[config.mk]
export PLATFORM = sky130hd
export DESIGN_NAME = card_port0_pin_mux
export DESIGN_NICKNAME = d
export VERILOG_FILES = /design/src/include/pin_mux_pkg.sv /design/src/include/pin_path_if.sv /design/src/rtl/pin_pad_stage.sv /design/src/rtl/card_port0_pin_mux.sv
export SDC_FILE = /design/constraint.sdc
export NUM_CORES = 1
export LEC_CHECK = 0
export ABC_AREA = 0
export ABC_CLOCK_PERIOD_IN_PS = 1400
export BUFFER_PORTS_ARGS = -buffer_cell sky130_fd_sc_hd__buf_2
export CAP_MARGIN = 20
export CORE_MARGIN = 2
export CORE_UTILIZATION = 36
export DETAILED_ROUTE_END_ITERATION = 7
export GPL_ROUTABILITY_DRIVEN = 0
export GPL_TIMING_DRIVEN = 0
export HOLD_SLACK_MARGIN = 0.05
export PLACE_DENSITY = 0.79
export SYNTH_ARGS = -nofsm -noshare
export SYNTH_HDL_FRONTEND = slang
export SYNTH_HIERARCHICAL = 1
export SYNTH_SLANG_ARGS = --single-unit
[constraint.sdc]
create_clock -name mclk -period 1.4 [get_ports mclk]
set_input_delay 0.42 -clock mclk [delete_from_list [all_inputs] [get_ports mclk]]
set_output_delay 0.42 -clock mclk [all_outputs]
set_load 0.03 [all_outputs]
[src/include/pin_mux_pkg.sv]
// Constants and types for the card port 0 pin multiplexer and flag pin.
// Assumes a single peripheral clock domain; no software-visible registers here.
package pin_mux_pkg;

  // Function select field width and codes (values are a plain choice)
  localparam int SEL_W = 2;
  localparam logic [1:0] SEL_CARD = 2'h0;
  localparam logic [1:0] SEL_AUDIO = 2'h1;
  localparam logic [1:0] SEL_GPIO = 2'h2;

  // Pin indices within the six-pin group
  localparam int PIN_CNT = 6;
  localparam int PIN_CLK = 0;
  localparam int PIN_CMD = 1;
  localparam int PIN_D0 = 2;
  localparam int PIN_D1 = 3;
  localparam int PIN_D2 = 4;
  localparam int PIN_D3 = 5;

  // Card data bus width
  localparam int DATA_W = 4;

  // Reset values
  localparam logic [1:0] SEL_RESET = 2'h0;
  localparam logic [5:0] PD_INHIBIT_RESET = 6'h00;
  localparam logic FLAG_RESET = 1'h1;

  // Bit of status register 1 whose write clears the flag
  localparam int FLAG_CLEAR_BIT = 13;

  // Decoded function of the pin group, one-hot
  typedef enum logic [2:0] {
    FUNC_CARD = 3'h1,
    FUNC_AUDIO = 3'h2,
    FUNC_GPIO = 3'h4
  } pin_func_t;

endpackage

[src/include/pin_path_if.sv]
// Per-pin drive path between the multiplexer and the pad stage.
// Assumes one pad stage per pin group, same clock as the multiplexer.
`timescale 1ns/1ps
interface pin_path_if;
  logic [5:0] out;
  logic [5:0] oe;
  logic [5:0] pd_inhibit;
  logic [5:0] pad_out;
  logic [5:0] pad_oe;
  logic [5:0] pad_pd_en;
  modport mux (output out, output oe, output pd_inhibit,
               input pad_out, input pad_oe, input pad_pd_en);
  modport pad (input out, input oe, input pd_inhibit,
               output pad_out, output pad_oe, output pad_pd_en);
endinterface

[src/rtl/pin_pad_stage.sv]
// Registered pad stage: drive, enable and pulldown for the six pins.
// Assumes the interface is fed by the multiplexer in the same clock domain.
`timescale 1ns/1ps
module pin_pad_stage (
  // Clock and reset
  input wire logic mclk,
  input wire logic rst_b,
  input wire logic clk_en,
  // Path from the multiplexer
  pin_path_if.pad path
);

  logic [5:0] out_q, out_d;
  logic [5:0] oe_q, oe_d;
  logic [5:0] pd_q, pd_d;

  always_comb begin
    out_d = path.out;
    oe_d = path.oe;
    // Pulldown only on an undriven pin and not inhibited
    pd_d = ~path.pd_inhibit & ~path.oe;
  end

  always_ff @(posedge mclk or negedge rst_b) begin
    if (!rst_b) begin
      out_q <= 6'h00;
      oe_q <= 6'h00;
      pd_q <= ~pin_mux_pkg::PD_INHIBIT_RESET;
    end else if (clk_en) begin
      out_q <= out_d;
      oe_q <= oe_d;
      pd_q <= pd_d;
    end
  end

  assign path.pad_out = out_q;
  assign path.pad_oe = oe_q;
  assign path.pad_pd_en = pd_q;

endmodule

[src/rtl/card_port0_pin_mux.sv]
// Card port 0 pin function multiplexer and external flag output pin.
// Assumes all functional inputs are synchronous to mclk.
// What this block does
// - Clock pin: card clock, audio clock, or pin 0
// - Command pin: card command, frame sync, or pin 1
// - Data 3 and 2: card or pins 5, 4
// - Data 1, 0: card, audio rx/tx, pins 3, 2
// - Card mode: four data lines, bidirectional bus
// - Function picked by serial port 0 select field
// - Per-pin pulldown inhibit bits from software
// - Bit-set instruction drives flag high
// - Bit-clear or status bit 13 write: low
// - Flag high impedance only during boundary scan
// - Flag is the registered set/clear flag output
`timescale 1ns/1ps
module card_port0_pin_mux (
  // Clock and reset
  input wire logic mclk,
  input wire logic rst_b,
  input wire logic clk_en,
  // Configuration
  input wire logic [1:0] serial_port0_function_select,
  input wire logic [5:0] pulldown_inhibit_register_1,
  // Card controller side
  input wire logic card_clk_out,
  input wire logic card_cmd_out,
  input wire logic card_cmd_oe,
  output logic card_cmd_in,
  input wire logic [3:0] card_data_out,
  input wire logic [3:0] card_data_oe,
  output logic [3:0] card_data_in,
  // Audio port side
  input wire logic audio_clk_out,
  input wire logic audio_clk_oe,
  output logic audio_clk_in,
  input wire logic audio_fs_out,
  input wire logic audio_fs_oe,
  output logic audio_fs_in,
  output logic audio_rx_in,
  input wire logic audio_tx_out,
  input wire logic audio_tx_oe,
  // General pin side
  input wire logic [5:0] gpio_out,
  input wire logic [5:0] gpio_oe,
  output logic [5:0] gpio_in,
  // Pins
  input wire logic [5:0] pin_in,
  output logic [5:0] pin_out,
  output logic [5:0] pin_oe,
  output logic [5:0] pin_pd_en,
  // Flag pin control
  input wire logic flag_set,
  input wire logic flag_clear,
  input wire logic status1_write,
  input wire logic [15:0] status1_wdata,
  input wire logic boundary_scan,
  output logic external_flag_output,
  output logic external_flag_oe
);

  pin_path_if path ();

  // Decoded function of the whole group
  pin_mux_pkg::pin_func_t func;
  logic flag_q;
  logic flag_d;
  logic [5:0] sel_in;

  function automatic pin_mux_pkg::pin_func_t decode_sel(input logic [1:0] sel);
    case (sel)
      pin_mux_pkg::SEL_CARD: decode_sel = pin_mux_pkg::FUNC_CARD;
      pin_mux_pkg::SEL_AUDIO: decode_sel = pin_mux_pkg::FUNC_AUDIO;
      default: decode_sel = pin_mux_pkg::FUNC_GPIO;
    endcase
  endfunction

  assign func = decode_sel(serial_port0_function_select);

  // Drive paths per function
  always_comb begin
    path.out = 6'h00;
    path.oe = 6'h00;
    unique case (func)
      pin_mux_pkg::FUNC_CARD: begin
        // Card clock always driven toward the card
        path.out[pin_mux_pkg::PIN_CLK] = card_clk_out;
        path.oe[pin_mux_pkg::PIN_CLK] = 1'h1;
        path.out[pin_mux_pkg::PIN_CMD] = card_cmd_out;
        path.oe[pin_mux_pkg::PIN_CMD] = card_cmd_oe;
        // Four data lines as one bus, bit 0 on data 0
        path.out[pin_mux_pkg::PIN_D0] = card_data_out[0];
        path.oe[pin_mux_pkg::PIN_D0] = card_data_oe[0];
        path.out[pin_mux_pkg::PIN_D1] = card_data_out[1];
        path.oe[pin_mux_pkg::PIN_D1] = card_data_oe[1];
        path.out[pin_mux_pkg::PIN_D2] = card_data_out[2];
        path.oe[pin_mux_pkg::PIN_D2] = card_data_oe[2];
        path.out[pin_mux_pkg::PIN_D3] = card_data_out[3];
        path.oe[pin_mux_pkg::PIN_D3] = card_data_oe[3];
      end
      pin_mux_pkg::FUNC_AUDIO: begin
        path.out[pin_mux_pkg::PIN_CLK] = audio_clk_out;
        path.oe[pin_mux_pkg::PIN_CLK] = audio_clk_oe;
        path.out[pin_mux_pkg::PIN_CMD] = audio_fs_out;
        path.oe[pin_mux_pkg::PIN_CMD] = audio_fs_oe;
        // Transmit on data 0, receive only on data 1
        path.out[pin_mux_pkg::PIN_D0] = audio_tx_out;
        path.oe[pin_mux_pkg::PIN_D0] = audio_tx_oe;
        path.out[pin_mux_pkg::PIN_D1] = 1'h0;
        path.oe[pin_mux_pkg::PIN_D1] = 1'h0;
        // Data 3 and 2 have no audio use and stay undriven
        path.out[pin_mux_pkg::PIN_D2] = 1'h0;
        path.oe[pin_mux_pkg::PIN_D2] = 1'h0;
        path.out[pin_mux_pkg::PIN_D3] = 1'h0;
        path.oe[pin_mux_pkg::PIN_D3] = 1'h0;
      end
      pin_mux_pkg::FUNC_GPIO: begin
        path.out[pin_mux_pkg::PIN_CLK] = gpio_out[pin_mux_pkg::PIN_CLK];
        path.oe[pin_mux_pkg::PIN_CLK] = gpio_oe[pin_mux_pkg::PIN_CLK];
        path.out[pin_mux_pkg::PIN_CMD] = gpio_out[pin_mux_pkg::PIN_CMD];
        path.oe[pin_mux_pkg::PIN_CMD] = gpio_oe[pin_mux_pkg::PIN_CMD];
        path.out[pin_mux_pkg::PIN_D0] = gpio_out[pin_mux_pkg::PIN_D0];
        path.oe[pin_mux_pkg::PIN_D0] = gpio_oe[pin_mux_pkg::PIN_D0];
        path.out[pin_mux_pkg::PIN_D1] = gpio_out[pin_mux_pkg::PIN_D1];
        path.oe[pin_mux_pkg::PIN_D1] = gpio_oe[pin_mux_pkg::PIN_D1];
        path.out[pin_mux_pkg::PIN_D2] = gpio_out[pin_mux_pkg::PIN_D2];
        path.oe[pin_mux_pkg::PIN_D2] = gpio_oe[pin_mux_pkg::PIN_D2];
        path.out[pin_mux_pkg::PIN_D3] = gpio_out[pin_mux_pkg::PIN_D3];
        path.oe[pin_mux_pkg::PIN_D3] = gpio_oe[pin_mux_pkg::PIN_D3];
      end
    endcase
  end

  // Pulldown inhibit bits, one per pin
  assign path.pd_inhibit = pulldown_inhibit_register_1;

  // Input steering; deselected functions see zero
  always_comb begin
    sel_in = pin_in;
    card_cmd_in = 1'h0;
    card_data_in = 4'h0;
    audio_clk_in = 1'h0;
    audio_fs_in = 1'h0;
    audio_rx_in = 1'h0;
    gpio_in = 6'h00;
    unique case (func)
      pin_mux_pkg::FUNC_CARD: begin
        // Card clock is output only; command and data come back
        card_cmd_in = sel_in[pin_mux_pkg::PIN_CMD];
        card_data_in[0] = sel_in[pin_mux_pkg::PIN_D0];
        card_data_in[1] = sel_in[pin_mux_pkg::PIN_D1];
        card_data_in[2] = sel_in[pin_mux_pkg::PIN_D2];
        card_data_in[3] = sel_in[pin_mux_pkg::PIN_D3];
      end
      pin_mux_pkg::FUNC_AUDIO: begin
        audio_clk_in = sel_in[pin_mux_pkg::PIN_CLK];
        audio_fs_in = sel_in[pin_mux_pkg::PIN_CMD];
        audio_rx_in = sel_in[pin_mux_pkg::PIN_D1];
      end
      pin_mux_pkg::FUNC_GPIO: begin
        gpio_in[pin_mux_pkg::PIN_CLK] = sel_in[pin_mux_pkg::PIN_CLK];
        gpio_in[pin_mux_pkg::PIN_CMD] = sel_in[pin_mux_pkg::PIN_CMD];
        gpio_in[pin_mux_pkg::PIN_D0] = sel_in[pin_mux_pkg::PIN_D0];
        gpio_in[pin_mux_pkg::PIN_D1] = sel_in[pin_mux_pkg::PIN_D1];
        gpio_in[pin_mux_pkg::PIN_D2] = sel_in[pin_mux_pkg::PIN_D2];
        gpio_in[pin_mux_pkg::PIN_D3] = sel_in[pin_mux_pkg::PIN_D3];
      end
    endcase
  end

  pin_pad_stage pads (
    .mclk(mclk),
    .rst_b(rst_b),
    .clk_en(clk_en),
    .path(path)
  );

  assign pin_out = path.pad_out;
  assign pin_oe = path.pad_oe;
  assign pin_pd_en = path.pad_pd_en;

  // Flag next state; a set wins over either clear
  always_comb begin
    flag_d = flag_q;
    if (flag_set) begin
      flag_d = 1'h1;
    end else if (flag_clear) begin
      flag_d = 1'h0;
    end else if (status1_write) begin
      // Any status register 1 write covers bit 13
      flag_d = status1_wdata[pin_mux_pkg::FLAG_CLEAR_BIT] & 1'h0;
    end
  end

  // Flag register, frozen with the clock enable
  always_ff @(posedge mclk or negedge rst_b) begin
    if (!rst_b) begin
      flag_q <= pin_mux_pkg::FLAG_RESET;
    end else if (clk_en) begin
      flag_q <= flag_d;
    end
  end

  assign external_flag_output = flag_q;
  assign external_flag_oe = ~boundary_scan;

endmodule

==> results of run 1 <==
[stage by stage]
stage | hold slack (ns) | setup WS (ns) | instance area [um2]
floorplan | 0.124 | -0.0248 | 1100
CTS | 0.0511 | -0.0470 | 1770
detailed placement | 0.387 | -0.198 | 1550
finish | 0.333 | -0.0517 | 1810
global route | 0.322 | -0.0905 | 1810
global placement | 0.370 | -0.190 | 1550
[critical path, stage by stage]
cell                     delay, ns
sky130_fd_sc_hd__buf_12       0.11
sky130_fd_sc_hd__nor2_4       0.10
sky130_fd_sc_hd__buf_6        0.13
sky130_fd_sc_hd__and2_4       0.14
sky130_fd_sc_hd__buf_6        0.12
[cells by family (layout without fill, tap and decap cells)]
kind of cell    after synthesis  in the layout
flops                        19             19
buf+inv                       8            103
compound gates               14             14
mux                          23             23
simple gates                 28             28
[layer usage]
| layer | wire length, um | up-vias | track usage [%] |
|---|---|---|---|
| li1 | - | 508 | - |
| met1 | 1130 | 505 | 20.0 |
| met2 | 1770 | 46 | 35.4 |
| met3 | 244 | 2 | 7.47 |
| met4 | 19 | 0 | 4.55 |
| met5 | 0 | - | 0 |
[cell type report]
type / instances / share of cell area (%)
clock buffer: 3 / 1.24
multi-input combinational: 65 / 30.9
timing repair buffer: 91 / 33.4
buffer: 6 / 4.90
clock inverter: 1 / 0.276
sequential: 19 / 26.7
tap: 31 / 2.14
inverter: 2 / 0.414
[worst min-delay path by stage]
stage,start,end,slack [ns],depth (start not counted)
CTS,rst_b,pads/path.pad_out[3],0.05,1
global route,flag_set,external_flag_output,0.32,2
global placement,rst_b,pads/path.pad_out[4],0.37,1
detailed placement,rst_b,pads/path.pad_out[4],0.39,1
finish,flag_set,external_flag_output,0.33,2
floorplan,rst_b,pads/path.pad_oe[0],0.12,0
[power by group]
part / internal [mW] / switching, mW / total [mW] / leakage [nW]
combinational: 0.311 / 0.329 / 0.641 / 0.735
clock: 0.106 / 0.172 / 0.278 / 0.0177
sequential: 0.630 / 0.0381 / 0.668 / 0.219
[registers in the layout, summed over array words and instances, names as in the netlist]
signal / count
external_flag_output: 1
pads/path.pad_oe: 6
pads/path.pad_out: 6
pads/path.pad_pd_en: 6
[cells in the final DEF, fill, tap and decap left out]
master	instances
sky130_fd_sc_hd__buf_8	1
sky130_fd_sc_hd__o21ai_0	6
sky130_fd_sc_hd__mux2i_1	5
sky130_fd_sc_hd__buf_6	22
sky130_fd_sc_hd__and2_2	1
sky130_fd_sc_hd__mux2_4	10
sky130_fd_sc_hd__nor2_1	6
sky130_fd_sc_hd__clkinv_2	1
sky130_fd_sc_hd__clkbuf_4	3
sky130_fd_sc_hd__mux2_2	8
sky130_fd_sc_hd__buf_12	2
sky130_fd_sc_hd__buf_4	11
sky130_fd_sc_hd__and2_1	6
sky130_fd_sc_hd__inv_1	2
sky130_fd_sc_hd__buf_2	60
sky130_fd_sc_hd__and2_4	7
sky130_fd_sc_hd__nor2b_1	1
sky130_fd_sc_hd__nor2_4	1
sky130_fd_sc_hd__a21oi_1	1
sky130_fd_sc_hd__dfrtp_1	12
sky130_fd_sc_hd__dfstp_2	7
sky130_fd_sc_hd__nor2b_2	1
sky130_fd_sc_hd__dlygate4sd3_1	1
sky130_fd_sc_hd__a22o_1	7
sky130_fd_sc_hd__nand2_1	5
[timing repair]
| action | CTS | global route |
|---|---|---|
| endpoints found under the setup margin | 21 | 20 |
| hold buffers | 0 | 1 |
| resized for setup | 49 | 4 |
| pin swaps | 2 | 0 |
| endpoints found under the hold margin | 0 | 7 |
| setup buffers | 6 | 2 |
==> flow_metrics.tcl, run 1 <==
set metrics [dict create \
    run_status "finished, violations left" \
    violations "design-rule violations, negative setup slack" \
    drt_antenna_net_count 0 \
    powerDensity_mw_per_mm2 875 \
    grt-ovfl-total 0 \
    sequential_cell_area_um2 484 \
    n_antenna_cell 0 \
    finalClockSkew_ns 0 \
    final-setup-viol-count 13 \
    postSynthRegisterBits 19 \
    cp_data_required_time_ns 0.98 \
    die_h_um 58.8 \
    synth_net_count 158 \
    detail_route.wirelength_um 3150 \
    setup.worst_path.class "in -> out" \
    synth-xor-area-share_pct 0 \
    die_width_um 58.8 \
    half_perimeter_wire_length_of_the_detailed_placement_result_um 2240 \
    synth_area_leaders "sky130_fd_sc_hd__dfrtp_1, sky130_fd_sc_hd__dfstp_2, sky130_fd_sc_hd__mux2_4" \
    multiplexer_share_of_the_synthesized_area_pct 26.9 \
    rsz0062_at_grt "yes" \
    drc 3 \
    globalRouteTotalUtil_pct 19.1 \
    number_of_global_route_vias_before_repair 1122 \
    clk_root_buffer_cell "sky130_fd_sc_hd__clkbuf_4" \
    clk_pin_slew_worst_paths_ns 0.12 \
    peak_vdd_ir_v 0.000823 \
    cts_max_path_buffers 2 \
    synth-adder-area-share_pct 0 \
    synthDistinctLibCells 17 \
    timing_hold_violations_final 0 \
    placed_cells 205 \
    synth-compound-area-share_pct 8.92 \
    placement.io_buffers 82 \
    nets 254 \
    syn2layout_area_growth_pct 68.0 \
    ys_dominant_reg_cell "sky130_fd_sc_hd__dfrtp_1" \
    grt_antenna_before_repair 0 \
    worstMarginPinSlew_ns 0.435 \
    detail_route.first_pass.iterations 6 \
    tritoncts.num_buffers 3 \
    worstSkewPairLatency_ns 0.30 \
    drive_gt1_share_pct 72.2 \
    setup.worst_path.end "card_data_in[2]" \
    final_util_pct 64.7 \
    maxSlewHeadroom_pct 71.0 \
    critPathLaunch "serial_port0_function_select[0]" \
    top_level_ports 100 \
    multi_input_area_um2 561 \
    drt_first_iter_violations 20 \
    route.vias.total 1061 \
    timing.final.crit_period_ns 1.45 \
    cell_with_the_most_instances_after_synthesis "sky130_fd_sc_hd__and2_1" \
    synth-seq-area-share_pct 44.8 \
    r2r-start "pads/path.pad_pd_en[3]" \
    p_total_mw 1.59 \
    core_mm2 0.00281 \
    largest_family_of_logic_cells_by_synthesized_area "multiplexers" \
    critical_path.startpoint_type "input pin" \
    synthesis.area_per_instance_um2 11.7 \
    wire_length_of_the_first_global_routing_pass_um 4970 \
    min_path_type "in -> reg" \
    reg2reg_slack_ns 0.57 \
    maximum_fanout_count_along_the_critical_path 6 \
    fillers 233 \
    detail_route.wl_per_cell_um 14.5 \
    static-leakage-power_nw 0.972 \
    yosys_warnings 6 \
    rows 19 \
    post_synth_and_or_nand_nor_area_fraction_pct 13.4 \
    synth_top_area_share_pct 27.8 \
    clock_tree.htree_level_count 1 \
    postSynth.asyncResetShare_pct 100 \
    cts_tree "built" \
    route.detailed.vias_per_inst 4.87 \
    floorplan.initialDensity_pct 38.5 \
    data_arrival_at_the_endpoint_of_the_critical_path_ns 1.03 \
    synth_area_leader_cell "sky130_fd_sc_hd__dfrtp_1" \
    timing.critical_path.to_type "primary output" \
    final-max-slew-violation-count 0 \
    max_clock_freq_mhz 689 \
    setup_tns_final_ns -0.361 \
    die_area_mm2 0.00345 \
    r2r_cells 2 \
    drv.max_cap_violation_count 0 \
    stdcell_count 218 \
    number_of_enable_type_register_cells_in_the_synthesized_netlist 0 \
    cts.sink_count 19 \
    period_share_pct 104 \
    layout_setup_ws_ns -0.0517 \
    synth.top_cells.by_count "sky130_fd_sc_hd__and2_1, sky130_fd_sc_hd__dfrtp_1, sky130_fd_sc_hd__mux2_4" \
    timing.rr.end "pads/path.pad_pd_en[3]" \
    synthesis.area_mm2 0.00108 \
    maximum_number_of_pins_on_one_net_before_global_route_repair 20 \
    netlist_instances 92 \
]
(Power assumes the default switching activity.)
==> inputs of run 2 (changes only) <==
--- a/config.mk
+++ b/config.mk
@@ -7,15 +7,16 @@
 export LEC_CHECK = 0
 export ABC_AREA = 0
 export ABC_CLOCK_PERIOD_IN_PS = 1400
-export BUFFER_PORTS_ARGS = -buffer_cell sky130_fd_sc_hd__buf_2
 export CAP_MARGIN = 20
 export CORE_MARGIN = 2
-export CORE_UTILIZATION = 36
+export CORE_UTILIZATION = 55
 export DETAILED_ROUTE_END_ITERATION = 7
+export DONT_BUFFER_PORTS = 1
 export GPL_ROUTABILITY_DRIVEN = 0
 export GPL_TIMING_DRIVEN = 0
 export HOLD_SLACK_MARGIN = 0.05
-export PLACE_DENSITY = 0.79
+export PLACE_DENSITY = 0.7
+export SETUP_SLACK_MARGIN = 0.4
 export SYNTH_ARGS = -nofsm -noshare
 export SYNTH_HDL_FRONTEND = slang
 export SYNTH_HIERARCHICAL = 1
==> run 2 against run 1 <==
  * The run now ends clean
  * Largest cell class is now multi-input gates
  * Largest power group unchanged
  * Non-clock buffer count is 80 lower
  * Hold slack worse by 0.068 ns
  * Setup slack better by 0.085 ns
  * Via count is 28% lower
  * Design area is 24% lower
  * Clock-buffer cell count is 1 higher
  * Clock skew stayed put
  * Sequential cell count stayed put
  * Sequential power is 23% higher
  * Critical path depth is 1 lower
  * Core utilization is 7.8 points higher
  * Critical endpoint is now card_cmd_in
  * Final cell count is 39% lower
==> flow_metrics.tcl, run 2 (synthesis gave the netlist of run 1 again) <==
set metrics [dict create \
    grt-ovfl-total 0 \
    final-setup-viol-count 0 \
    cts_tree "built" \
    timing_hold_violations_final 0 \
    die_area_mm2 0.00233 \
    setup_tns_final_ns 0 \
    worst_hold_path.num_cells 1 \
    grt_use_met3_pct 9.88 \
    top_level_ports 100 \
    worstSkewPairLatency_ns 0.29 \
    cts_max_path_buffers 2 \
    nets 174 \
    gr-usage-met2_pct 41.0 \
    post-route-cell-area_mm2 0.00138 \
    worstMarginPinSlew_ns 0.816 \
    hold_end "external_flag_output" \
    drv.max_cap_violation_count 0 \
    maximum_fanout_count_along_the_critical_path 6 \
    sequential_cell_area_um2 499 \
    setup.worst_path.class "in -> out" \
    placement.io_buffers 0 \
    drc 0 \
    peak_vdd_ir_v 0.000910 \
    r2r-start "pads/path.pad_oe[3]" \
    clk_root_buffer_cell "sky130_fd_sc_hd__clkbuf_4" \
    syn2layout_area_growth_pct 27.6 \
    drive_gt1_share_pct 71.0 \
    r2r_cells 1 \
    die_h_um 48.3 \
    multi_input_area_um2 598 \
    wire_length_of_the_first_global_routing_pass_um 3960 \
    detail_route.wirelength_um 2650 \
    critPathLaunch "serial_port0_function_select[0]" \
    route.vias.total 760 \
    data_arrival_at_the_endpoint_of_the_critical_path_ns 0.95 \
    reg2reg_slack_ns 0.51 \
    max_clock_freq_mhz 732 \
    floorplan.initialDensity_pct 56.8 \
    drt_first_iter_violations 8 \
    number_of_global_route_vias_before_repair 800 \
    route.detailed.vias_per_inst 5.67 \
    die_width_um 48.3 \
    timing.final.crit_period_ns 1.37 \
    grt_antenna_before_repair 0 \
    maximum_number_of_pins_on_one_net_before_global_route_repair 20 \
    finalClockSkew_ns 0 \
    post_dp_cell_area_mm2 0.00121 \
    half_perimeter_wire_length_of_the_detailed_placement_result_um 1860 \
    core_mm2 0.00190 \
    rsz0062_at_grt "yes" \
    maxSlewHeadroom_pct 45.6 \
    timing.critical_path.to_type "primary output" \
    globalRoute.busiestLayer "met2" \
    critical_path.startpoint_type "input pin" \
    powerDensity_mw_per_mm2 1030 \
    met1_usage_pct 25.2 \
    timing.rr.end "pads/path.pad_oe[3]" \
    worst_hold_startpoint "flag_set" \
    layout_common_cells "sky130_fd_sc_hd__and2_4, sky130_fd_sc_hd__mux2_4, sky130_fd_sc_hd__dfrtp_2" \
    n_antenna_cell 0 \
    clock_tree.htree_level_count 1 \
    layout.cells.most_common "sky130_fd_sc_hd__and2_4" \
    globalRouteTotalUtil_pct 22.8 \
    run_status "finished clean" \
    p_total_mw 1.42 \
    cts.sink_count 19 \
    min_path_type "in -> reg" \
    drt_antenna_net_count 0 \
    clk_pin_slew_worst_paths_ns 0.10 \
    cp_data_required_time_ns 0.98 \
    period_share_pct 97.6 \
    final-max-slew-violation-count 0 \
    hold-worst-slack_ns 0.265 \
    fillers 141 \
    rows 16 \
    tritoncts.num_buffers 3 \
    detail_route.wl_per_cell_um 19.8 \
    detail_route.first_pass.iterations 4 \
    static-leakage-power_nw 0.632 \
]
## run 2: cell type report
cell class / count / area share [%]
sequential: 19 / 36.2
buffer: 6 / 7.45
multi-input combinational: 65 / 43.4
clock buffer: 4 / 1.91
tap: 27 / 2.45
inverter: 2 / 0.817
timing repair buffer: 11 / 7.72
## run 2: power breakdown
group	internal, mW	total (mW)	switching (mW)	leakage, nW
combinational	0.188	0.328	0.140	0.412
sequential	0.641	0.823	0.181	0.205
clock	0.111	0.271	0.160	0.0150
total	0.940	1.42	0.481	0.632
## run 2: through the flow
| step | std cells | worst slack, ns | util (%) |
|---|---|---|---|
| finish | 134 | 0.0331 | 72.4 |
| global route | 134 | 0.000930 | 72.4 |
| CTS | 131 | 0.0238 | 70.1 |
| global placement | 119 | -0.0188 | 63.7 |
| detailed placement | 119 | -0.0291 | 63.7 |
| floorplan | 92 | 0.0318 | - |
## run 2: how the worst max path moves through the flow
stage	end	slack (ns)	cells past startpoint
2_1_floorplan	card_cmd_in	0.03	4
3_3_place_gp	card_data_in[3]	-0.02	4
3_5_place_dp	card_data_in[0]	-0.03	4
4_1_cts	pin_pd_en[4]	0.02	0
5_1_grt	card_cmd_in	0.0009	4
6_report	card_cmd_in	0.03	4
## run 2: repair_timing
item	4_1_cts	5_1_grt
pin swaps	5	11
hold endpoints to repair	19	0
buffers inserted	7	3
hold buffers	1	0
gates resized for setup	16	7
endpoints found under the setup margin	36	64
## run 2: per-layer routing
metal  routed length [um]  up-vias
met5                    0        -
met4                   12        0
met3                  227        2
met2                 1420       37
met1                  983      376
li1                     -      345
## run 2: critical path: stages
cell	delay, ns
sky130_fd_sc_hd__buf_12	0.11
sky130_fd_sc_hd__nor2_4	0.09
sky130_fd_sc_hd__buf_6	0.13
sky130_fd_sc_hd__and2_4	0.20
==> inputs of run 3 (changes only) <==
--- a/config.mk
+++ b/config.mk
@@ -13,7 +13,6 @@
 export DETAILED_ROUTE_END_ITERATION = 7
 export DONT_BUFFER_PORTS = 1
 export GPL_ROUTABILITY_DRIVEN = 0
-export GPL_TIMING_DRIVEN = 0
 export HOLD_SLACK_MARGIN = 0.05
 export PLACE_DENSITY = 0.7
 export SETUP_SLACK_MARGIN = 0.4
==> run 3 against run 2 <==
  * Die area did not move
  * Routed wire length fell by 16%
  * Critical endpoint is now external_flag_output
  * Clock-buffer cell count fell by 1
  * Largest power group unchanged
  * Global-route usage fell by 4.0 points
  * Setup slack improved by 0.016 ns
  * Register-to-register slack barely moved
  * Clock power fell by 2%
  * Critical path type is now reg -> out
==> flow_metrics.tcl, run 3 (synthesis gave the netlist of run 1 again) <==
set metrics [dict create \
    detail_route.wirelength_um 2220 \
    route.detailed.vias_per_inst 5.64 \
    syn2layout_area_growth_pct 11.1 \
    cts_max_path_buffers 2 \
    maximum_fanout_count_along_the_critical_path 2 \
    maximum_number_of_pins_on_one_net_before_global_route_repair 26 \
    detail_route.first_pass.iterations 4 \
    rows 16 \
    placed_cells 113 \
    tritoncts.num_buffers 3 \
    total_switching_power_mw 0.439 \
    timing.critical_path.to_type "primary output" \
    cts.sink_count 19 \
    comb_power_share_pct 18.3 \
    grt_antenna_before_repair 0 \
    max_clock_freq_mhz 740 \
    min_path_type "in -> async" \
    n_antenna_cell 0 \
    power.clock.fraction_pct 19.9 \
    p_int_mw 0.889 \
    top_level_ports 100 \
    fillers 156 \
    layout.cells.most_common "sky130_fd_sc_hd__and2_4" \
    sequential_cell_area_um2 499 \
    timing_hold_violations_final 0 \
    layout_setup_ws_ns 0.0489 \
    route.vias.total 683 \
    drt_antenna_net_count 0 \
    finalClockSkew_ns 0 \
    critical_path.startpoint_type "register" \
    wire_length_of_the_first_global_routing_pass_um 3390 \
    static-leakage-power_nw 0.543 \
    core_mm2 0.00190 \
    drc 0 \
    multi_input_area_um2 589 \
    worstSkewPairLatency_ns 0.29 \
    number_of_global_route_vias_before_repair 664 \
    setup.worst_path.class "reg -> out" \
    powerDensity_mw_per_mm2 1110 \
    placement.io_buffers 0 \
    maxSlewHeadroom_pct 44.2 \
    cp_data_required_time_ns 0.98 \
    timing.final.crit_period_ns 1.35 \
    r2r_cells 1 \
    rsz0062_at_grt "yes" \
    nets 161 \
    detail_route.wl_per_cell_um 18.3 \
    p_seq_share_pct 61.8 \
    floorplan.initialDensity_pct 56.8 \
    die_h_um 48.3 \
    grt-ovfl-total 0 \
    clk_root_buffer_cell "sky130_fd_sc_hd__clkbuf_4" \
    layout_common_cells "sky130_fd_sc_hd__and2_4, sky130_fd_sc_hd__dfrtp_2, sky130_fd_sc_hd__mux2_4" \
    data_arrival_at_the_endpoint_of_the_critical_path_ns 0.93 \
    drv.max_cap_violation_count 0 \
    stdcell_count 121 \
    final-setup-viol-count 0 \
    clock_tree.htree_level_count 1 \
    drt_first_iter_violations 10 \
    run_status "finished clean" \
    cts_tree "built" \
    sw_frac_of_total_pct 33.0 \
    setup_tns_final_ns 0 \
    peak_vdd_ir_v 0.000597 \
    final-max-slew-violation-count 0 \
    die_area_mm2 0.00233 \
    drive_gt1_share_pct 66.0 \
    die_width_um 48.3 \
    post-place-ws_ns 0.0258 \
    globalRouteTotalUtil_pct 18.8 \
    clk_pin_slew_worst_paths_ns 0.10 \
    half_perimeter_wire_length_of_the_detailed_placement_result_um 1660 \
    crit_cells 0 \
    period_share_pct 96.5 \
    worstMarginPinSlew_ns 0.836 \
]
-- run 3: cell type report --
class                           count  share of cell area (%)
Multi-Input combinational cell     65                    49.1
Sequential cell                    19                    41.6
Timing Repair Buffer                4                    3.23
Tap cell                           27                    2.82
Clock buffer                        3                    1.88
Inverter                            2                   0.938
Clock inverter                      1                   0.417
-- run 3: path summary, 6_finish.rpt --
check                                           from              endpoint  slack (ns)
max in group asynchronous                      rst_b  pads/path.pad_out[2]        0.62
worst max-delay path            external_flag_output  external_flag_output        0.05
worst min register to register  external_flag_output  external_flag_output        0.62
worst max register to register   pads/path.pad_oe[3]   pads/path.pad_oe[3]        0.51
worst min-delay path                           rst_b   pads/path.pad_oe[4]        0.21
min in group mclk                           flag_set  external_flag_output        0.27
-- run 3: what timing repair did --
item / in CTS / in global routing
hold endpoints to repair: 19 / 0
hold buffers: 1 / 0
setup buffers: 2 / 1
pin swaps: 8 / 5
resized for setup: 12 / 3
setup endpoints to repair: 33 / 55
-- run 3: power by group through the flow --
stage / sequential (mW) / clock (mW) / combinational [mW]
3_3_place_gp: 0.820 / 0 / 0.217
4_1_cts: 0.823 / 0.282 / 0.242
3_5_place_dp: 0.822 / 0 / 0.224
6_report: 0.821 / 0.265 / 0.242
5_1_grt: 0.829 / 0.303 / 0.260
2_1_floorplan: 0.807 / 0 / 0.253
-- run 3: per-layer routing --
metal | share of wire [%] | wire length [um] | track usage (%)
met1 | 38 | 849 | 23.4
met2 | 53 | 1170 | 31.0
met3 | 8.1 | 179 | 6.48
met4 | 0.59 | 13 | 5.71
met5 | 0 | 0 | 0
-- run 3: per-stage QoR --
step / power [mW] / instance area (um2) / util (%) / hold WS, ns
CTS: 1.35 / 1190 / 62.4 / 0.255
finish: 1.33 / 1200 / 63.1 / 0.214
detailed placement: 1.05 / 1120 / 58.8 / 0.125
global placement: 1.04 / 1120 / 58.8 / 0.125
floorplan: 1.06 / 1180 / - / 0.124
global route: 1.39 / 1200 / 63.1 / 0.262
